$ cat config.mk
export PLATFORM = sky130hd
export DESIGN_NAME = pcsu_top
export DESIGN_NICKNAME = d
export VERILOG_FILES = /design/src/inc/pcsu_pkg.sv /design/src/verilog/pcsu_top.sv
export SDC_FILE = /design/constraint.sdc
export NUM_CORES = 1
export LEC_CHECK = 0
export ABC_AREA = 0
export BUFFER_PORTS_ARGS = -buffer_cell sky130_fd_sc_hd__buf_2
export CAP_MARGIN = 10
export CELL_PAD_IN_SITES_DETAIL_PLACEMENT = 1
export CELL_PAD_IN_SITES_GLOBAL_PLACEMENT = 1
export CORE_MARGIN = 10
export CORE_UTILIZATION = 45
export CTS_CLUSTER_DIAMETER = 50
export DETAILED_ROUTE_END_ITERATION = 8
export PLACE_DENSITY_LB_ADDON = 0.05
export SYNTH_ARGS = -nofsm -noshare
export SYNTH_HDL_FRONTEND = slang
export SYNTH_SLANG_ARGS = --single-unit
$ cat constraint.sdc
create_clock -name aclk -period 3.8 [get_ports aclk]
set_input_delay 0.57 -clock aclk [delete_from_list [all_inputs] [get_ports aclk]]
set_output_delay 0.57 -clock aclk [all_outputs]
set_load 0.05 [all_outputs]
$ cat src/inc/pcsu_pkg.sv
// constants, types and behaviour summary for the program counter and return stack unit
// Behaviour
// - 13-bit counter, only low byte software visible
// - call, goto, low write load upper bits
// - eight entry 13-bit stack, pointer hidden
// - push on call and interrupt acknowledge
// - pop on return, literal return, interrupt return
// - push and pop leave holding register alone
// - ninth push overwrites the first entry
// - no overflow or underflow indication
// - branch target is eleven bits wide
// - page select comes from holding bit three
// - full 13-bit counter is pushed
// - holding bit four ignored for addressing
package pcsu_pkg;

  localparam int PC_W        = 13;
  localparam int LOW_W       = 8;
  localparam int UPPER_W     = 5;
  localparam int TGT_W       = 11;
  localparam int STACK_DEPTH = 8;
  localparam int SP_W        = 3;
  localparam int ADDR_W      = 4;
  localparam int DATA_W      = 32;
  localparam int PAGE_BIT    = 3;
  localparam int CLK_PERIOD_NS = 25;

  // register byte offsets on the bus
  localparam logic [ADDR_W-1:0] OFS_PC_LOW   = 4'h0;
  localparam logic [ADDR_W-1:0] OFS_PC_UPPER = 4'h4;

  // values after reset, and the interrupt vector
  localparam logic [PC_W-1:0]    PC_RESET    = 13'h0000;
  localparam logic [UPPER_W-1:0] UPPER_RESET = 5'h00;
  localparam logic [SP_W-1:0]    SP_RESET    = 3'h0;
  localparam logic [PC_W-1:0]    IRQ_VECTOR  = 13'h0004;

  localparam logic [1:0] RESP_OKAY   = 2'h0;
  localparam logic [1:0] RESP_SLVERR = 2'h2;

  // operations issued by the decode and execute logic
  typedef enum logic [3:0] {
    OP_NONE      = 4'h0,
    OP_STEP      = 4'h1,
    OP_GOTO      = 4'h2,
    OP_CALL      = 4'h3,
    OP_LOW_WRITE = 4'h4,
    OP_RETURN    = 4'h5,
    OP_RET_LIT   = 4'h6,
    OP_RET_INT   = 4'h7,
    OP_IRQ_ACK   = 4'h8
  } pcsu_op_t;

  typedef struct packed {
    pcsu_op_t          op;
    logic [TGT_W-1:0]  target;
    logic [LOW_W-1:0]  low_data;
  } pcsu_cmd_t;

  typedef struct packed {
    logic [PC_W-1:0] pc;
    logic            busy;
  } pcsu_stat_t;

  typedef enum logic [1:0] {
    WS_IDLE = 2'b00,
    WS_RESP = 2'b01
  } pcsu_wstate_t;

  typedef enum logic {
    RS_IDLE = 1'b0,
    RS_DATA = 1'b1
  } pcsu_rstate_t;

endpackage

$ cat src/verilog/pcsu_top.sv
// program counter, holding register and circular return stack with an axi4-lite register slave
`timescale 1ns/100ps
module pcsu_top (
  input  wire logic                         aclk,
  input  wire logic                         aresetn,
  input  wire pcsu_pkg::pcsu_cmd_t          cmd,
  output logic                              cmd_ready,
  output pcsu_pkg::pcsu_stat_t              stat,
  input  wire logic [pcsu_pkg::ADDR_W-1:0]  s_axi_awaddr,
  input  wire logic [2:0]                   s_axi_awprot,
  input  wire logic                         s_axi_awvalid,
  output logic                              s_axi_awready,
  input  wire logic [pcsu_pkg::DATA_W-1:0]  s_axi_wdata,
  input  wire logic [3:0]                   s_axi_wstrb,
  input  wire logic                         s_axi_wvalid,
  output logic                              s_axi_wready,
  output logic [1:0]                        s_axi_bresp,
  output logic                              s_axi_bvalid,
  input  wire logic                         s_axi_bready,
  input  wire logic [pcsu_pkg::ADDR_W-1:0]  s_axi_araddr,
  input  wire logic [2:0]                   s_axi_arprot,
  input  wire logic                         s_axi_arvalid,
  output logic                              s_axi_arready,
  output logic [pcsu_pkg::DATA_W-1:0]       s_axi_rdata,
  output logic [1:0]                        s_axi_rresp,
  output logic                              s_axi_rvalid,
  input  wire logic                         s_axi_rready
);
  import pcsu_pkg::*;

  ////////////////////////////////////////////////////////////////////////////
  // decode helpers

  // word offset check, shared by the write and read paths
  function automatic logic is_reg(input logic [ADDR_W-1:0] a, input logic [ADDR_W-1:0] ofs);
    is_reg = (a[ADDR_W-1:2] == ofs[ADDR_W-1:2]);
  endfunction

  // upper counter bits as addressing sees them: bit four never reaches the counter
  function automatic logic [UPPER_W-1:0] eff_upper(input logic [UPPER_W-1:0] h);
    eff_upper = {1'b0, h[UPPER_W-2:0]};
  endfunction

  ////////////////////////////////////////////////////////////////////////////
  // state

  logic [PC_W-1:0]    pc;
  logic [PC_W-1:0]    next_pc;
  logic [UPPER_W-1:0] pc_upper_holding;
  logic [UPPER_W-1:0] next_pc_upper_holding;
  logic [PC_W-1:0]    stack [STACK_DEPTH];
  logic [PC_W-1:0]    next_stack [STACK_DEPTH];
  logic [SP_W-1:0]    sp;
  logic [SP_W-1:0]    next_sp;

  pcsu_wstate_t       wstate;
  pcsu_wstate_t       next_wstate;
  logic               aw_held;
  logic               next_aw_held;
  logic [ADDR_W-1:0]  aw_addr;
  logic [ADDR_W-1:0]  next_aw_addr;
  logic               w_held;
  logic               next_w_held;
  logic [DATA_W-1:0]  w_data;
  logic [DATA_W-1:0]  next_w_data;
  logic [3:0]         w_strb;
  logic [3:0]         next_w_strb;
  logic [1:0]         bresp;
  logic [1:0]         next_bresp;

  pcsu_rstate_t       rstate;
  pcsu_rstate_t       next_rstate;
  logic [DATA_W-1:0]  rdata;
  logic [DATA_W-1:0]  next_rdata;
  logic [1:0]         rresp;
  logic [1:0]         next_rresp;

  logic               core_busy;
  logic               commit;
  logic               do_push;
  logic               do_pop;
  logic [SP_W-1:0]    sp_dec;
  logic [PC_W-1:0]    push_val;
  logic [UPPER_W-1:0] eff_hold;

  ////////////////////////////////////////////////////////////////////////////
  // bus write path

  // a bus write only lands in a cycle with no core operation, so a low byte
  // write can never collide with a branch; the core is never stalled
  assign core_busy     = (cmd.op != OP_NONE);
  assign commit        = aw_held && w_held && (wstate == WS_IDLE) && !core_busy;
  assign s_axi_awready = !aw_held && (wstate == WS_IDLE);
  assign s_axi_wready  = !w_held && (wstate == WS_IDLE);
  assign s_axi_bvalid  = (wstate == WS_RESP);
  assign s_axi_bresp   = bresp;
  assign cmd_ready     = 1'b1;

  // address and data are caught independently, answer follows both
  always_comb begin
    next_wstate  = wstate;
    next_aw_held = aw_held;
    next_aw_addr = aw_addr;
    next_w_held  = w_held;
    next_w_data  = w_data;
    next_w_strb  = w_strb;
    next_bresp   = bresp;
    if (s_axi_awvalid && s_axi_awready) begin
      next_aw_held = 1'b1;
      next_aw_addr = s_axi_awaddr;
    end
    if (s_axi_wvalid && s_axi_wready) begin
      next_w_held = 1'b1;
      next_w_data = s_axi_wdata;
      next_w_strb = s_axi_wstrb;
    end
    unique case (wstate)
      WS_IDLE: begin
        if (commit) begin
          next_wstate  = WS_RESP;
          next_aw_held = 1'b0;
          next_w_held  = 1'b0;
          next_bresp   = (is_reg(aw_addr, OFS_PC_LOW) || is_reg(aw_addr, OFS_PC_UPPER)) ? RESP_OKAY : RESP_SLVERR;
        end
      end
      WS_RESP: begin
        if (s_axi_bready) begin
          next_wstate = WS_IDLE;
        end
      end
    endcase
  end

  always_ff @(posedge aclk) begin
    if (!aresetn) begin
      wstate  <= WS_IDLE;
      aw_held <= 1'b0;
      aw_addr <= '0;
      w_held  <= 1'b0;
      w_data  <= '0;
      w_strb  <= 4'h0;
      bresp   <= RESP_OKAY;
    end else begin
      wstate  <= next_wstate;
      aw_held <= next_aw_held;
      aw_addr <= next_aw_addr;
      w_held  <= next_w_held;
      w_data  <= next_w_data;
      w_strb  <= next_w_strb;
      bresp   <= next_bresp;
    end
  end

  ////////////////////////////////////////////////////////////////////////////
  // bus read path

  assign s_axi_arready = (rstate == RS_IDLE);
  assign s_axi_rvalid  = (rstate == RS_DATA);
  assign s_axi_rdata   = rdata;
  assign s_axi_rresp   = rresp;

  // only the low byte of the counter is visible; upper counter bits stay hidden
  always_comb begin
    next_rstate = rstate;
    next_rdata  = rdata;
    next_rresp  = rresp;
    unique case (rstate)
      RS_IDLE: begin
        if (s_axi_arvalid) begin
          next_rstate = RS_DATA;
          next_rresp  = RESP_OKAY;
          if (is_reg(s_axi_araddr, OFS_PC_LOW)) begin
            next_rdata = {24'h000000, pc[LOW_W-1:0]};
          end else if (is_reg(s_axi_araddr, OFS_PC_UPPER)) begin
            next_rdata = {27'h0000000, pc_upper_holding};
          end else begin
            next_rdata = 32'h00000000;
            next_rresp = RESP_SLVERR;
          end
        end
      end
      RS_DATA: begin
        if (s_axi_rready) begin
          next_rstate = RS_IDLE;
        end
      end
    endcase
  end

  always_ff @(posedge aclk) begin
    if (!aresetn) begin
      rstate <= RS_IDLE;
      rdata  <= 32'h00000000;
      rresp  <= RESP_OKAY;
    end else begin
      rstate <= next_rstate;
      rdata  <= next_rdata;
      rresp  <= next_rresp;
    end
  end

  ////////////////////////////////////////////////////////////////////////////
  // program counter, holding register and return stack

  // pointer names the next free slot; arithmetic wraps modulo eight silently
  assign sp_dec  = sp - 3'h1;
  assign do_push = (cmd.op == OP_CALL) || (cmd.op == OP_IRQ_ACK);
  assign do_pop  = (cmd.op == OP_RETURN) || (cmd.op == OP_RET_LIT) || (cmd.op == OP_RET_INT);
  // a call returns past itself, an interrupt resumes the interrupted word
  assign push_val = (cmd.op == OP_CALL) ? (pc + 13'h0001) : pc;
  // holding bits as the counter sees them; a part-select cannot sit on a call result
  assign eff_hold = eff_upper(pc_upper_holding);

  always_comb begin
    next_pc               = pc;
    next_pc_upper_holding = pc_upper_holding;
    next_sp               = sp;
    next_stack            = stack;
    unique case (cmd.op)
      OP_NONE: begin
        // bus writes land only here, the core owns every other cycle
        if (commit && w_strb[0] && is_reg(aw_addr, OFS_PC_LOW)) begin
          next_pc = {eff_upper(pc_upper_holding), w_data[LOW_W-1:0]};
        end
        if (commit && w_strb[0] && is_reg(aw_addr, OFS_PC_UPPER)) begin
          next_pc_upper_holding = w_data[UPPER_W-1:0];
        end
      end
      OP_STEP: begin
        next_pc = pc + 13'h0001;
      end
      OP_GOTO: begin
        next_pc = {eff_hold[UPPER_W-1:PAGE_BIT], cmd.target};
      end
      OP_CALL: begin
        next_stack[sp] = push_val;
        next_sp        = sp + 3'h1;
        next_pc        = {eff_hold[UPPER_W-1:PAGE_BIT], cmd.target};
      end
      OP_LOW_WRITE: begin
        next_pc = {eff_upper(pc_upper_holding), cmd.low_data};
      end
      OP_RETURN, OP_RET_LIT, OP_RET_INT: begin
        // an empty stack still pops: stale data, no flag raised
        next_pc = stack[sp_dec];
        next_sp = sp_dec;
      end
      OP_IRQ_ACK: begin
        next_stack[sp] = push_val;
        next_sp        = sp + 3'h1;
        next_pc        = IRQ_VECTOR;
      end
      default: begin
        next_pc = pc;
      end
    endcase
  end

  // holding register reset is defined here even though software must not rely on it
  always_ff @(posedge aclk) begin
    if (!aresetn) begin
      pc               <= PC_RESET;
      pc_upper_holding <= UPPER_RESET;
      sp               <= SP_RESET;
    end else begin
      pc               <= next_pc;
      pc_upper_holding <= next_pc_upper_holding;
      sp               <= next_sp;
    end
  end

  // stack contents are data only, so they carry no reset
  always_ff @(posedge aclk) begin
    stack <= next_stack;
  end

  assign stat = '{pc: pc, busy: (wstate != WS_IDLE)};
endmodule
---- After elaboration in Yosys (flattened, before gate mapping) ----
Cells that the tools add are included.
cells by class
  div/mod/pow operators ................... 0
  mux-type cells .......................... 27
  bitwise logic cells ..................... 3
  multipliers ............................. 0
  order comparisons ....................... 3
  eq/ne operators ......................... 14
  reductions and logical operators ........ 31
  shift operators ......................... 0
  $add $sub $neg .......................... 3
operators by type and width
  operator               number
  $bwmux 104             1
  $pmux 13 s6            1
  $mux 13                5
  $bmux 13 s3            1
  $demux 13 s3           1
  $eq 4x3->1 const B     4
  $add 13x1->13 const B  1
  $logic_and 1x1->1      11
  $mux 2                 5
  $reduce_and 2->1       5
  $eq 4x2->1 const B     2
  $ge 4x4->1 const B     2
  $mux 1                 8
  $mux 8                 1
  $not 3->4              2
  $eq 2x1->1 const B     3
  $logic_not 2->1        3
  $pmux 3 s2             1
  $reduce_bool 6->1      1
  $mux 5                 1
  $eq 4x1->1 const B     1
  $eq 4x4->1 const B     1
  $logic_not 4->1        1
  $lt 4x1->1 const B     1
  other kinds (13)       18
word-level totals
  RAM bits ................................ 0
  bits of input ports ..................... 80
  output and inout bits ................... 56
  register bits ........................... 179
  memories kept ........................... 0
  bits in read-only memories .............. 0
  logic and storage cells ................. 102
  latch bits .............................. 0

---- Longest topological paths before layout ----
Gate-level depths: netlist of the first run.
  depth after elaboration ................. 7
  mapped depth ............................ 10
  mapped depth without buffers ............ 7

---- Worst setup path after synthesis of the first run ----
OpenSTA, ideal clock, no wires.
  path type ............................... input-to-reg
  start point ............................. in cmd[19] in the netlist's numbering
  end point ............................... reg stack[26] in the netlist's numbering (enable)
  library setup time ...................... 0.403 ns
  stages on the path ...................... 5
  slack ................................... 0.865 ns
  arrival ................................. 2.533 ns
  path buffers ............................ 1
  data required time ...................... 3.397 ns
  cells stage by stage .................... buf_2 > or3b_1 > a21oi_2 > nand2_1 > nor3b_1
on the way
  longest elaborated chain between the ends .. 2
  elaborated cells on any way between the ends .. 3
  those cells by class .................... eq/ne (2); reduce/logical (1)
ends and longest elaborated chain
  element                                          line             RTL
  from (decl)                                      pcsu_top.sv:6    input wire pcsu_pkg::pcsu_cmd_t cmd,
  $eq 4x2->1 / $eq 4x4->1 (equally long branches)  pcsu_top.sv:219  unique case (cmd.op)
  $reduce_or 2->1 (no line) *                      -
  to (signal assigned)                             pcsu_top.sv:274  stack <= next_stack;
  to (decl)                                        pcsu_top.sv:51   logic [PC_W-1:0] stack [STACK_DEPTH];
Mark *: on every way between the ends. The rest lies on a longest branch, timed or not.
A chain may end at the register's enable or synchronous reset.

---- Worst setup path in the final report of the first run ----
  start point ............................. reg sp[1]
  end point ............................... reg pc[1]
on the way
  longest elaborated chain between the ends .. 6
ends and longest elaborated chain
  element                                      line             RTL
  from (decl)                                  pcsu_top.sv:53   logic [SP_W-1:0] sp;
  from (signal assigned)                       pcsu_top.sv:268  sp <= next_sp;
  $sub 3x1->3                                  pcsu_top.sv:206  assign sp_dec = sp - 3'h1;
  $not 3->4 (implied by the code)              pcsu_top.sv:245  next_pc = stack[sp_dec];
  $bmux 13 s3                                  pcsu_top.sv:245
  $mux 13 (implied by the code) (2 in series)  pcsu_top.sv:245
  $pmux 13 s6                                  pcsu_top.sv:219
  to (signal assigned)                         pcsu_top.sv:266  pc <= next_pc;
  to (decl)                                    pcsu_top.sv:47   logic [PC_W-1:0] pc;
Every way passes these cells. The select of a mux whose other input is x is not followed.

==> results.cfg, run 1 <==
[placed_design]
port_buffers = 71
gp_congestion = 0.852
post-dp-hpwl_um = 13300

[synth]
netlist.area_leader.share = 0.442
synth_edf_count = 104
avgSynthCellArea_um2 = 13.1
yosysWarningCount = 0
synth_area_um2 = 7070
ys_ff_latch = 150
yosysMostFrequentCell = edfxtp_1
yosys.cell_types.count = 62
synth.area.top_cells = edfxtp_1, dfxtp_1, mux4_2, buf_4, nand2_1
netlist_instances = 541
yosysSeqAreaShare = 0.572
synth_common_cells = edfxtp_1, nand2_1, dfxtp_1, buf_4, nor2_1
async_flop_share = 0
ys.flop_type = edfxtp_1
synth_top_cell_by_area = edfxtp_1

[sta]
hold_violations = 0
min_period_ns = 2.65
fin_skew_ns = 0.00771
tightest_slew_ns = 0.815
rsz0062_at_grt = false
fmax_ghz = 0.378
whs_ns = 0.375
fin_crit_sh = 0.697
drv_slew = 0
setup_viol = 0
max-slew-margin-rel = 0.453
fin_tns_setup_ns = 0

[cells_and_area]
nets = 695
layout-drive-gt1-share = 0.272
diodes = 0
syn_to_final_growth_pct = 14.9
fillers = 1605

[floorplanning]
fp.dieArea_um2 = 21100
core_area_um2 = 15300
std_cell_rows = 45
io_pins = 136
die_h_um = 145
dieWidth_um = 145
initial_core_util = 0.461

[power_and_ir_drop]
power_mw = 4.03
vdd.ir_drop.worst_mv = 0.365
power_density_nw_per_um2 = 497
p_leak_nw = 2.97

[drt]
wl_um = 18600
avgRoutedWirePerCell_um = 22.2
antenna_left = 0
num_vias = 4559
drt_iter0_drc = 305
vias_per_cell = 5.45
drc = 0
firstDrtPassIters = 6

[clocking]
clock-sinks = 150
cts.repair.resized = 0
cts_buffer_depth = 2
post-cts-setup-buffers = 0
numCtsBuffers = 17
ctsRootBufferMaster = clkbuf_16
cts_hold_buffers = 0
cts_tree = built
clk_pin_slew_worst_paths_ns = 0.06
insertion_delay_ns = 0.43
htreeDepth = 4

[setup_path]
end_kind = flip-flop
crit_fanout = 14
critPathArrivalTime_ns = 2.96
critPathLaunchType = flip-flop
r2r-end = pc[1]$_SDFFE_PN0P_
rr_startpoint = sp[1]$_SDFFE_PN0P_
required_ns = 4.11
critical_path_class = reg2reg
rr_worst_depth = 7
rrSetupSlack_ns = 1.15

[global_routing]
antenna_found_initial = 0
grt_use_met3 = 0.0456
grt_pass1_vias = 4889
gr-total-overflow = 0
grt_first_pass_wirelength_um = 29200
grt_usage = 0.178
use_met2 = 0.293
grt_util_met1 = 0.223
grt_max_degree = 48
top_usage_layer = met2

[hold_path]
min_path_type = in2reg
whs_endpoint = s_axi_rvalid$_SDFF_PN0_
hp-start = s_axi_arvalid
hold_depth = 2

[run_status]
status = completed

[run]
cap_violations = 0
## critical path, cell delays in order, from the launching register on
cell and delay (ns):
dfxtp_1 0.52, inv_1 0.17, ha_1 0.59, buf_4 0.32, mux4_1 0.31, mux2_2 0.30, a222oi_1 0.24, nor2_1 0.07
## stage by stage
step           utilization  setup WS, ns  cell area, µm²  std cells
6_report             0.530          1.15            8120        836
5_1_grt              0.530         0.883            8120        836
4_1_cts              0.530          1.14            8120        836
3_5_place_dp         0.493         0.811            7550        804
3_3_place_gp         0.493         0.847            7550        804
2_1_floorplan            -         0.865            7160        566
## routing by layer
layer  vias to the layer above  share of wire
li1                       2112              -
met1                      2315           0.44
met3                        20          0.043
met2                       112           0.50
met5                         -              0
met4                         0          0.016
## how the worst max path moves through the flow
stage / from / to / slack [ns]
after floorplan: cmd[19] / stack[26]$_DFFE_PP_ / 0.86
after global placement: cmd[22] / stack[49]$_DFFE_PP_ / 0.85
after detailed placement: cmd[22] / stack[17]$_DFFE_PP_ / 0.81
after CTS: pc[2]$_SDFFE_PN0P_ / stack[35]$_DFFE_PP_ / 1.14
after global routing: pc[2]$_SDFFE_PN0P_ / stack[20]$_DFFE_PP_ / 0.88
final: sp[1]$_SDFFE_PN0P_ / pc[1]$_SDFFE_PN0P_ / 1.15
## state kept, by name (all words and copies together), names as in the netlist
register,count
aw_addr,2
aw_held,1
pc,13
pc_upper_holding,5
s_axi_bresp,1
s_axi_rdata,8
s_axi_rresp,1
s_axi_rvalid,1
sp,3
stack,104
w_data,8
w_held,1
w_strb,1
wstate,1
## final cells by class
class,instances,area [µm²],share of cell area
inverters,15,56.3,0.00693
flip-flops and latches,150,4050,0.498
clock inverters,15,143,0.0176
multi-input cells,342,2710,0.333
well taps,211,264,0.0325
repair buffers,86,480,0.0592
clock buffers,17,425,0.0524
## cell families (layout without fill, tap and decap cells)
group / after synthesis / in the layout / share of synthesized area
adders and majority gates: 3 / 3 / 0.00531
muxes: 48 / 48 / 0.119
other: 2 / 27 / 0.00106
and+or+nand+nor: 157 / 157 / 0.121
xor gates and xnor gates: 22 / 22 / 0.0299
buffers and inverters: 74 / 133 / 0.0623
DFF: 150 / 150 / 0.572
AOI/OAI and AO/OA: 85 / 85 / 0.0893
## cells in the final DEF (no fill, tap or decap), drive strengths merged, types with 3 or more instances in the layout
master and count:
a21boi 11, a21oi 6, a221oi 9, a22o 3, a22oi 11, a31oi 7
and2 4, and3 4, buf 86, clkbuf 17, clkinv 7, conb 27
dfxtp 46, edfxtp 104, ha 3, inv 20, mux2 12, mux2i 10
mux4 26, nand2 49, nand2b 14, nand3 9, nand4 3, nor2 24
nor2b 20, nor3 12, nor3b 3, nor4 4, o21a 3, o21ai 12
o221ai 8, xnor2 15, xor2 7
## power breakdown
part | internal (mW) | leakage, nW | total (mW) | switching (mW)
Combinational | 0.195 | 1.36 | 0.561 | 0.366
Sequential | 1.80 | 1.33 | 1.85 | 0.0482
Clock | 0.913 | 0.275 | 1.63 | 0.713
No activity file was read; power rests on OpenSTA's default activity.
==> run 2: changes to the inputs <==
==> constraint.sdc (replaced) <==
create_clock -name aclk -period 2.49 [get_ports aclk]
set_input_delay 0.3735 -clock aclk [delete_from_list [all_inputs] [get_ports aclk]]
set_output_delay 0.3735 -clock aclk [all_outputs]
set_load 0.05 [all_outputs]
==> run 2 against run 1 <==
Clock skew about the same. Non-clock buffer count increased by 39. Clock power grew 50%. Total power grew 53%. Routed wire length increased by 2.6%. Register-to-register slack got worse by 0.91 ns. Fmax is 18% higher.
==> results.cfg, run 2 (synthesized netlist as in run 1, its figures left out) <==
[run_status]
status = completed

[clocking]
numCtsBuffers = 17
cts_tree = built
clk_pin_slew_worst_paths_ns = 0.06
cts.repair.resized = 0
cts_buffer_depth = 2
clock-sinks = 150
ctsRootBufferMaster = clkbuf_16
insertion_delay_ns = 0.43
post-cts-setup-buffers = 0
cts_hold_buffers = 0
htreeDepth = 4

[sta]
min_period_ns = 2.25
hold_violations = 0
drv_slew = 0
fin_ws_ns = 0.240
fin_tns_setup_ns = 0
rsz0062_at_grt = false
max-slew-margin-rel = 0.434
fmax_ghz = 0.444
setup_viol = 0
fin_crit_sh = 0.904
fin_skew_ns = 0.00742
tightest_slew_ns = 0.828

[floorplanning]
fp.dieArea_um2 = 21100
die_h_um = 145
initial_core_util = 0.461
core_area_um2 = 15300
io_pins = 136
std_cell_rows = 45
dieWidth_um = 145

[drt]
drt_iter0_drc = 265
wl_um = 19100
firstDrtPassIters = 4
drc = 0
antenna_left = 0
avgRoutedWirePerCell_um = 21.8
num_vias = 4722
vias_per_cell = 5.40

[hold_path]
hp-start = s_axi_arvalid
min_path_type = in2reg

[cells_and_area]
syn_to_final_growth_pct = 18.8
layout-drive-gt1-share = 0.309
utilization = 0.548
diodes = 0
final_common_cell = edfxtp_1
largest_register_ffs = 104
layout_common_cells = edfxtp_1, buf_2, buf_4, nand2_1, dfxtp_1
reg.largest.list = stack: 104 flops, pc: 13 flops
nets = 734
finalNonFillerCells = 875
max_flop_register = stack

[placed_design]
preCtsSetupSlack_ns = 0.131
port_buffers = 71
post-dp-hpwl_um = 14000
gp_congestion = 0.820
dp.cells = 843

[setup_path]
rr_startpoint = sp[1]$_SDFFE_PN0P_
critical_path_class = reg2reg
required_ns = 2.79
end_kind = flip-flop
crit_start = sp[1]$_SDFFE_PN0P_
critPathLaunchType = flip-flop
critPathArrivalTime_ns = 2.55
crit_fanout = 19

[global_routing]
antenna_found_initial = 0
grt_first_pass_wirelength_um = 30100
grt_max_degree = 31
grt_usage = 0.182
gr-total-overflow = 0
grt_pass1_vias = 5186

[run]
cap_violations = 0

[power_and_ir_drop]
power_density_nw_per_um2 = 735
vdd.ir_drop.worst_mv = 0.462
p_leak_nw = 3.16
power_mw = 6.17
## run 2: layout make-up
| class | count | area [µm²] |
|---|---|---|
| clock inverter | 15 | 126 |
| clock buffer | 17 | 425 |
| timing repair buffer | 125 | 773 |
| sequential | 150 | 4050 |
| multi-input combinational | 342 | 2710 |
| tap | 211 | 264 |
| fill | 1593 | 6920 |
| inverter | 15 | 56.3 |
## run 2: through the flow
step / hold slack, ns / area, µm²
6_report: 0.187 / 8400
5_1_grt: 0.192 / 8400
4_1_cts: 0.179 / 8400
3_5_place_dp: 0.476 / 7840
3_3_place_gp: 0.461 / 7840
2_1_floorplan: 0.440 / 7170
## run 2: metal layers
layer	vias to the layer above	part of all wire	global-route usage
li1	2198	-	-
met1	2381	0.44	0.221
met2	113	0.50	0.308
met3	30	0.040	0.0400
met4	0	0.026	0.0763
met5	-	0	0
## run 2: path summary, 6_finish.rpt
path,to,slack (ns),cells past startpoint
max,pc[1]$_SDFFE_PN0P_,0.24,7
min,s_axi_rvalid$_SDFF_PN0_,0.19,2
max reg2reg,pc[1]$_SDFFE_PN0P_,0.24,7
min reg2reg,w_data[7]$_SDFFE_PN0P_,0.48,2
## run 2: report_power, final
part           switching, mW  internal [mW]
Combinational          0.590          0.342
Clock                   1.06           1.38
Sequential            0.0544           2.74
## run 2: critical path, stage by stage, from the launching register on
cell and delay (ns):
dfxtp_1 0.33, inv_1 0.10, ha_1 0.39, buf_4 0.32, mux4_1 0.33, mux2_2 0.29
a222oi_1 0.27, nor2_1 0.09
==> run 3: changes to the inputs <==
--- a/config.mk
+++ b/config.mk
@@ -11,7 +11,8 @@
 export CELL_PAD_IN_SITES_DETAIL_PLACEMENT = 1
 export CELL_PAD_IN_SITES_GLOBAL_PLACEMENT = 1
 export CORE_MARGIN = 10
-export CORE_UTILIZATION = 45
+export CORE_UTILIZATION = 46
+export CTS_BUF_LIST = sky130_fd_sc_hd__clkbuf_8
 export CTS_CLUSTER_DIAMETER = 50
 export DETAILED_ROUTE_END_ITERATION = 8
 export PLACE_DENSITY_LB_ADDON = 0.05
==> run 3 against run 2 <==
Register-to-register slack got worse by 0.02 ns. First-iteration DRC count fell by 20%. Fmax fell by 0.66%. Clock-buffer cell count did not move. Setup slack got worse by 0.015 ns. Sequential share of layout area rose by 2.0 points. Critical path depth fell by 2. Core utilization fell by 1.6 points. Clock skew rose by 0.0033 ns. Die area fell by 1.9%. Combinational power fell by 0.6%. Largest power group unchanged.
==> results.cfg, run 3 (synthesized netlist as in run 1, its figures left out) <==
[cells_and_area]
final_common_cell = edfxtp_1
largest_register_ffs = 104
nets = 716
reg.largest.list = stack: 104 flops, pc: 13 flops
diodes = 0
max_flop_register = stack
utilization = 0.532
layout_common_cells = edfxtp_1, buf_2, nand2_1, dfxtp_1, buf_4
finalNonFillerCells = 832
syn_to_final_growth_pct = 14.1
layout-drive-gt1-share = 0.292

[power_and_ir_drop]
vdd.ir_drop.worst_mv = 0.371
power_density_nw_per_um2 = 671
p_leak_nw = 2.98

[drt]
firstDrtPassIters = 7
wl_um = 18700
antenna_left = 0
num_vias = 4631
drc = 0
vias_per_cell = 5.57
avgRoutedWirePerCell_um = 22.5
drt_iter0_drc = 213

[placed_design]
post-dp-hpwl_um = 13500
port_buffers = 71
gp_congestion = 0.860
dp.cells = 802

[run]
cap_violations = 0

[global_routing]
gr-total-overflow = 0
grt_first_pass_wirelength_um = 29200
grt_max_degree = 48
grt_pass1_vias = 4997
antenna_found_initial = 0
grt_usage = 0.187

[setup_path]
crit_family = simple AND/OR/NAND/NOR gates
end_kind = flip-flop
required_ns = 2.64
rr_worst_depth = 5
crit_fanout = 8
cp_cell_sequence = nand4_1 -> or2_2 -> nor2_1 -> nand3_1 -> xnor2_1
cp_slowest_cell = xnor2_1
crit_buf_inv = 0
critical_path_class = reg2reg
critical_path_depth = 5
critPathLaunchType = flip-flop
critPathArrivalTime_ns = 2.42
slowest_delay_ns = 0.57

[floorplanning]
dieWidth_um = 144
die_h_um = 144
initial_core_util = 0.467
fp.dieArea_um2 = 20700
std_cell_rows = 45
io_pins = 136
core_area_um2 = 15100

[sta]
min_period_ns = 2.27
rsz0062_at_grt = false
fin_crit_sh = 0.910
tightest_slew_ns = 0.760
fin_skew_ns = 0.0107
max-slew-margin-rel = 0.480
fmax_ghz = 0.441
fin_tns_setup_ns = 0
whs_ns = 0.174
setup_viol = 0
drv_slew = 0
hold_violations = 0

[hold_path]
min_path_type = in2reg
hold_depth = 2

[clocking]
post-cts-setup-buffers = 0
cts_buffer_depth = 2
htreeDepth = 4
insertion_delay_ns = 0.44
cts_hold_buffers = 0
cts_tree = built
ctsRootBufferMaster = clkbuf_8
numCtsBuffers = 17
clock-sinks = 150
clk_pin_slew_worst_paths_ns = 0.08
cts.repair.resized = 0

[run_status]
status = completed
-- run 3: cell types whose count changed in the layout (fill, tap and decap cells not counted), moves of 2 or more --
cell       before  now
clkbuf_8        0   17
clkbuf_16      17    0
inv_6           5    2
buf_4          53   32
clkinv_1        5    2
buf_12          1    4
clkinv_2        0    2
-- run 3: final cells by class --
type | count | area, µm²
multi-input combinational | 342 | 2710
clock inverter | 13 | 109
sequential | 150 | 4050
clock buffer | 17 | 234
inverter | 15 | 56.3
timing repair buffer | 107 | 676
tap | 188 | 235
fill | 1579 | 7090
-- run 3: metrics by stage --
stage | power (mW) | instance area (µm²) | worst slack [ns]
2_1_floorplan | 3.52 | 7170 | -0.160
3_3_place_gp | 3.76 | 7720 | 0.288
3_5_place_dp | 3.78 | 7720 | 0.222
4_1_cts | 5.46 | 8060 | 0.239
5_1_grt | 5.64 | 8060 | 0.0344
6_report | 5.41 | 8060 | 0.225
-- run 3: where the power goes --
part           internal, mW  switching [mW]  total [mW]  leakage, nW
sequential             2.74          0.0603        2.80         1.33
clock                 0.771           0.915        1.69        0.169
combinational         0.340           0.586       0.926         1.47
-- run 3: metal layers --
metal | track usage | share of wire
met5 | 0 | 0
met4 | 0.0559 | 0.0097
met3 | 0.0399 | 0.050
met2 | 0.327 | 0.52
met1 | 0.226 | 0.42
-- run 3: worst paths after layout --
kind / start / end / slack [ns]
worst max-delay path: pc[1]$_SDFFE_PN0P_ / stack[46]$_DFFE_PP_ / 0.22
worst min register to register: w_strb[0]$_SDFFE_PN0P_ / w_strb[0]$_SDFFE_PN0P_ / 0.49
worst max register to register: pc[1]$_SDFFE_PN0P_ / stack[46]$_DFFE_PP_ / 0.22
worst min-delay path: s_axi_arvalid / s_axi_rvalid$_SDFF_PN0_ / 0.17
-- run 3: worst register-to-register path, delay by kind of cell (launching register included) --
kind	cells	cell delay, ns
simple gates	4	0.92
xor+xnor	1	0.57
flops	1	0.48
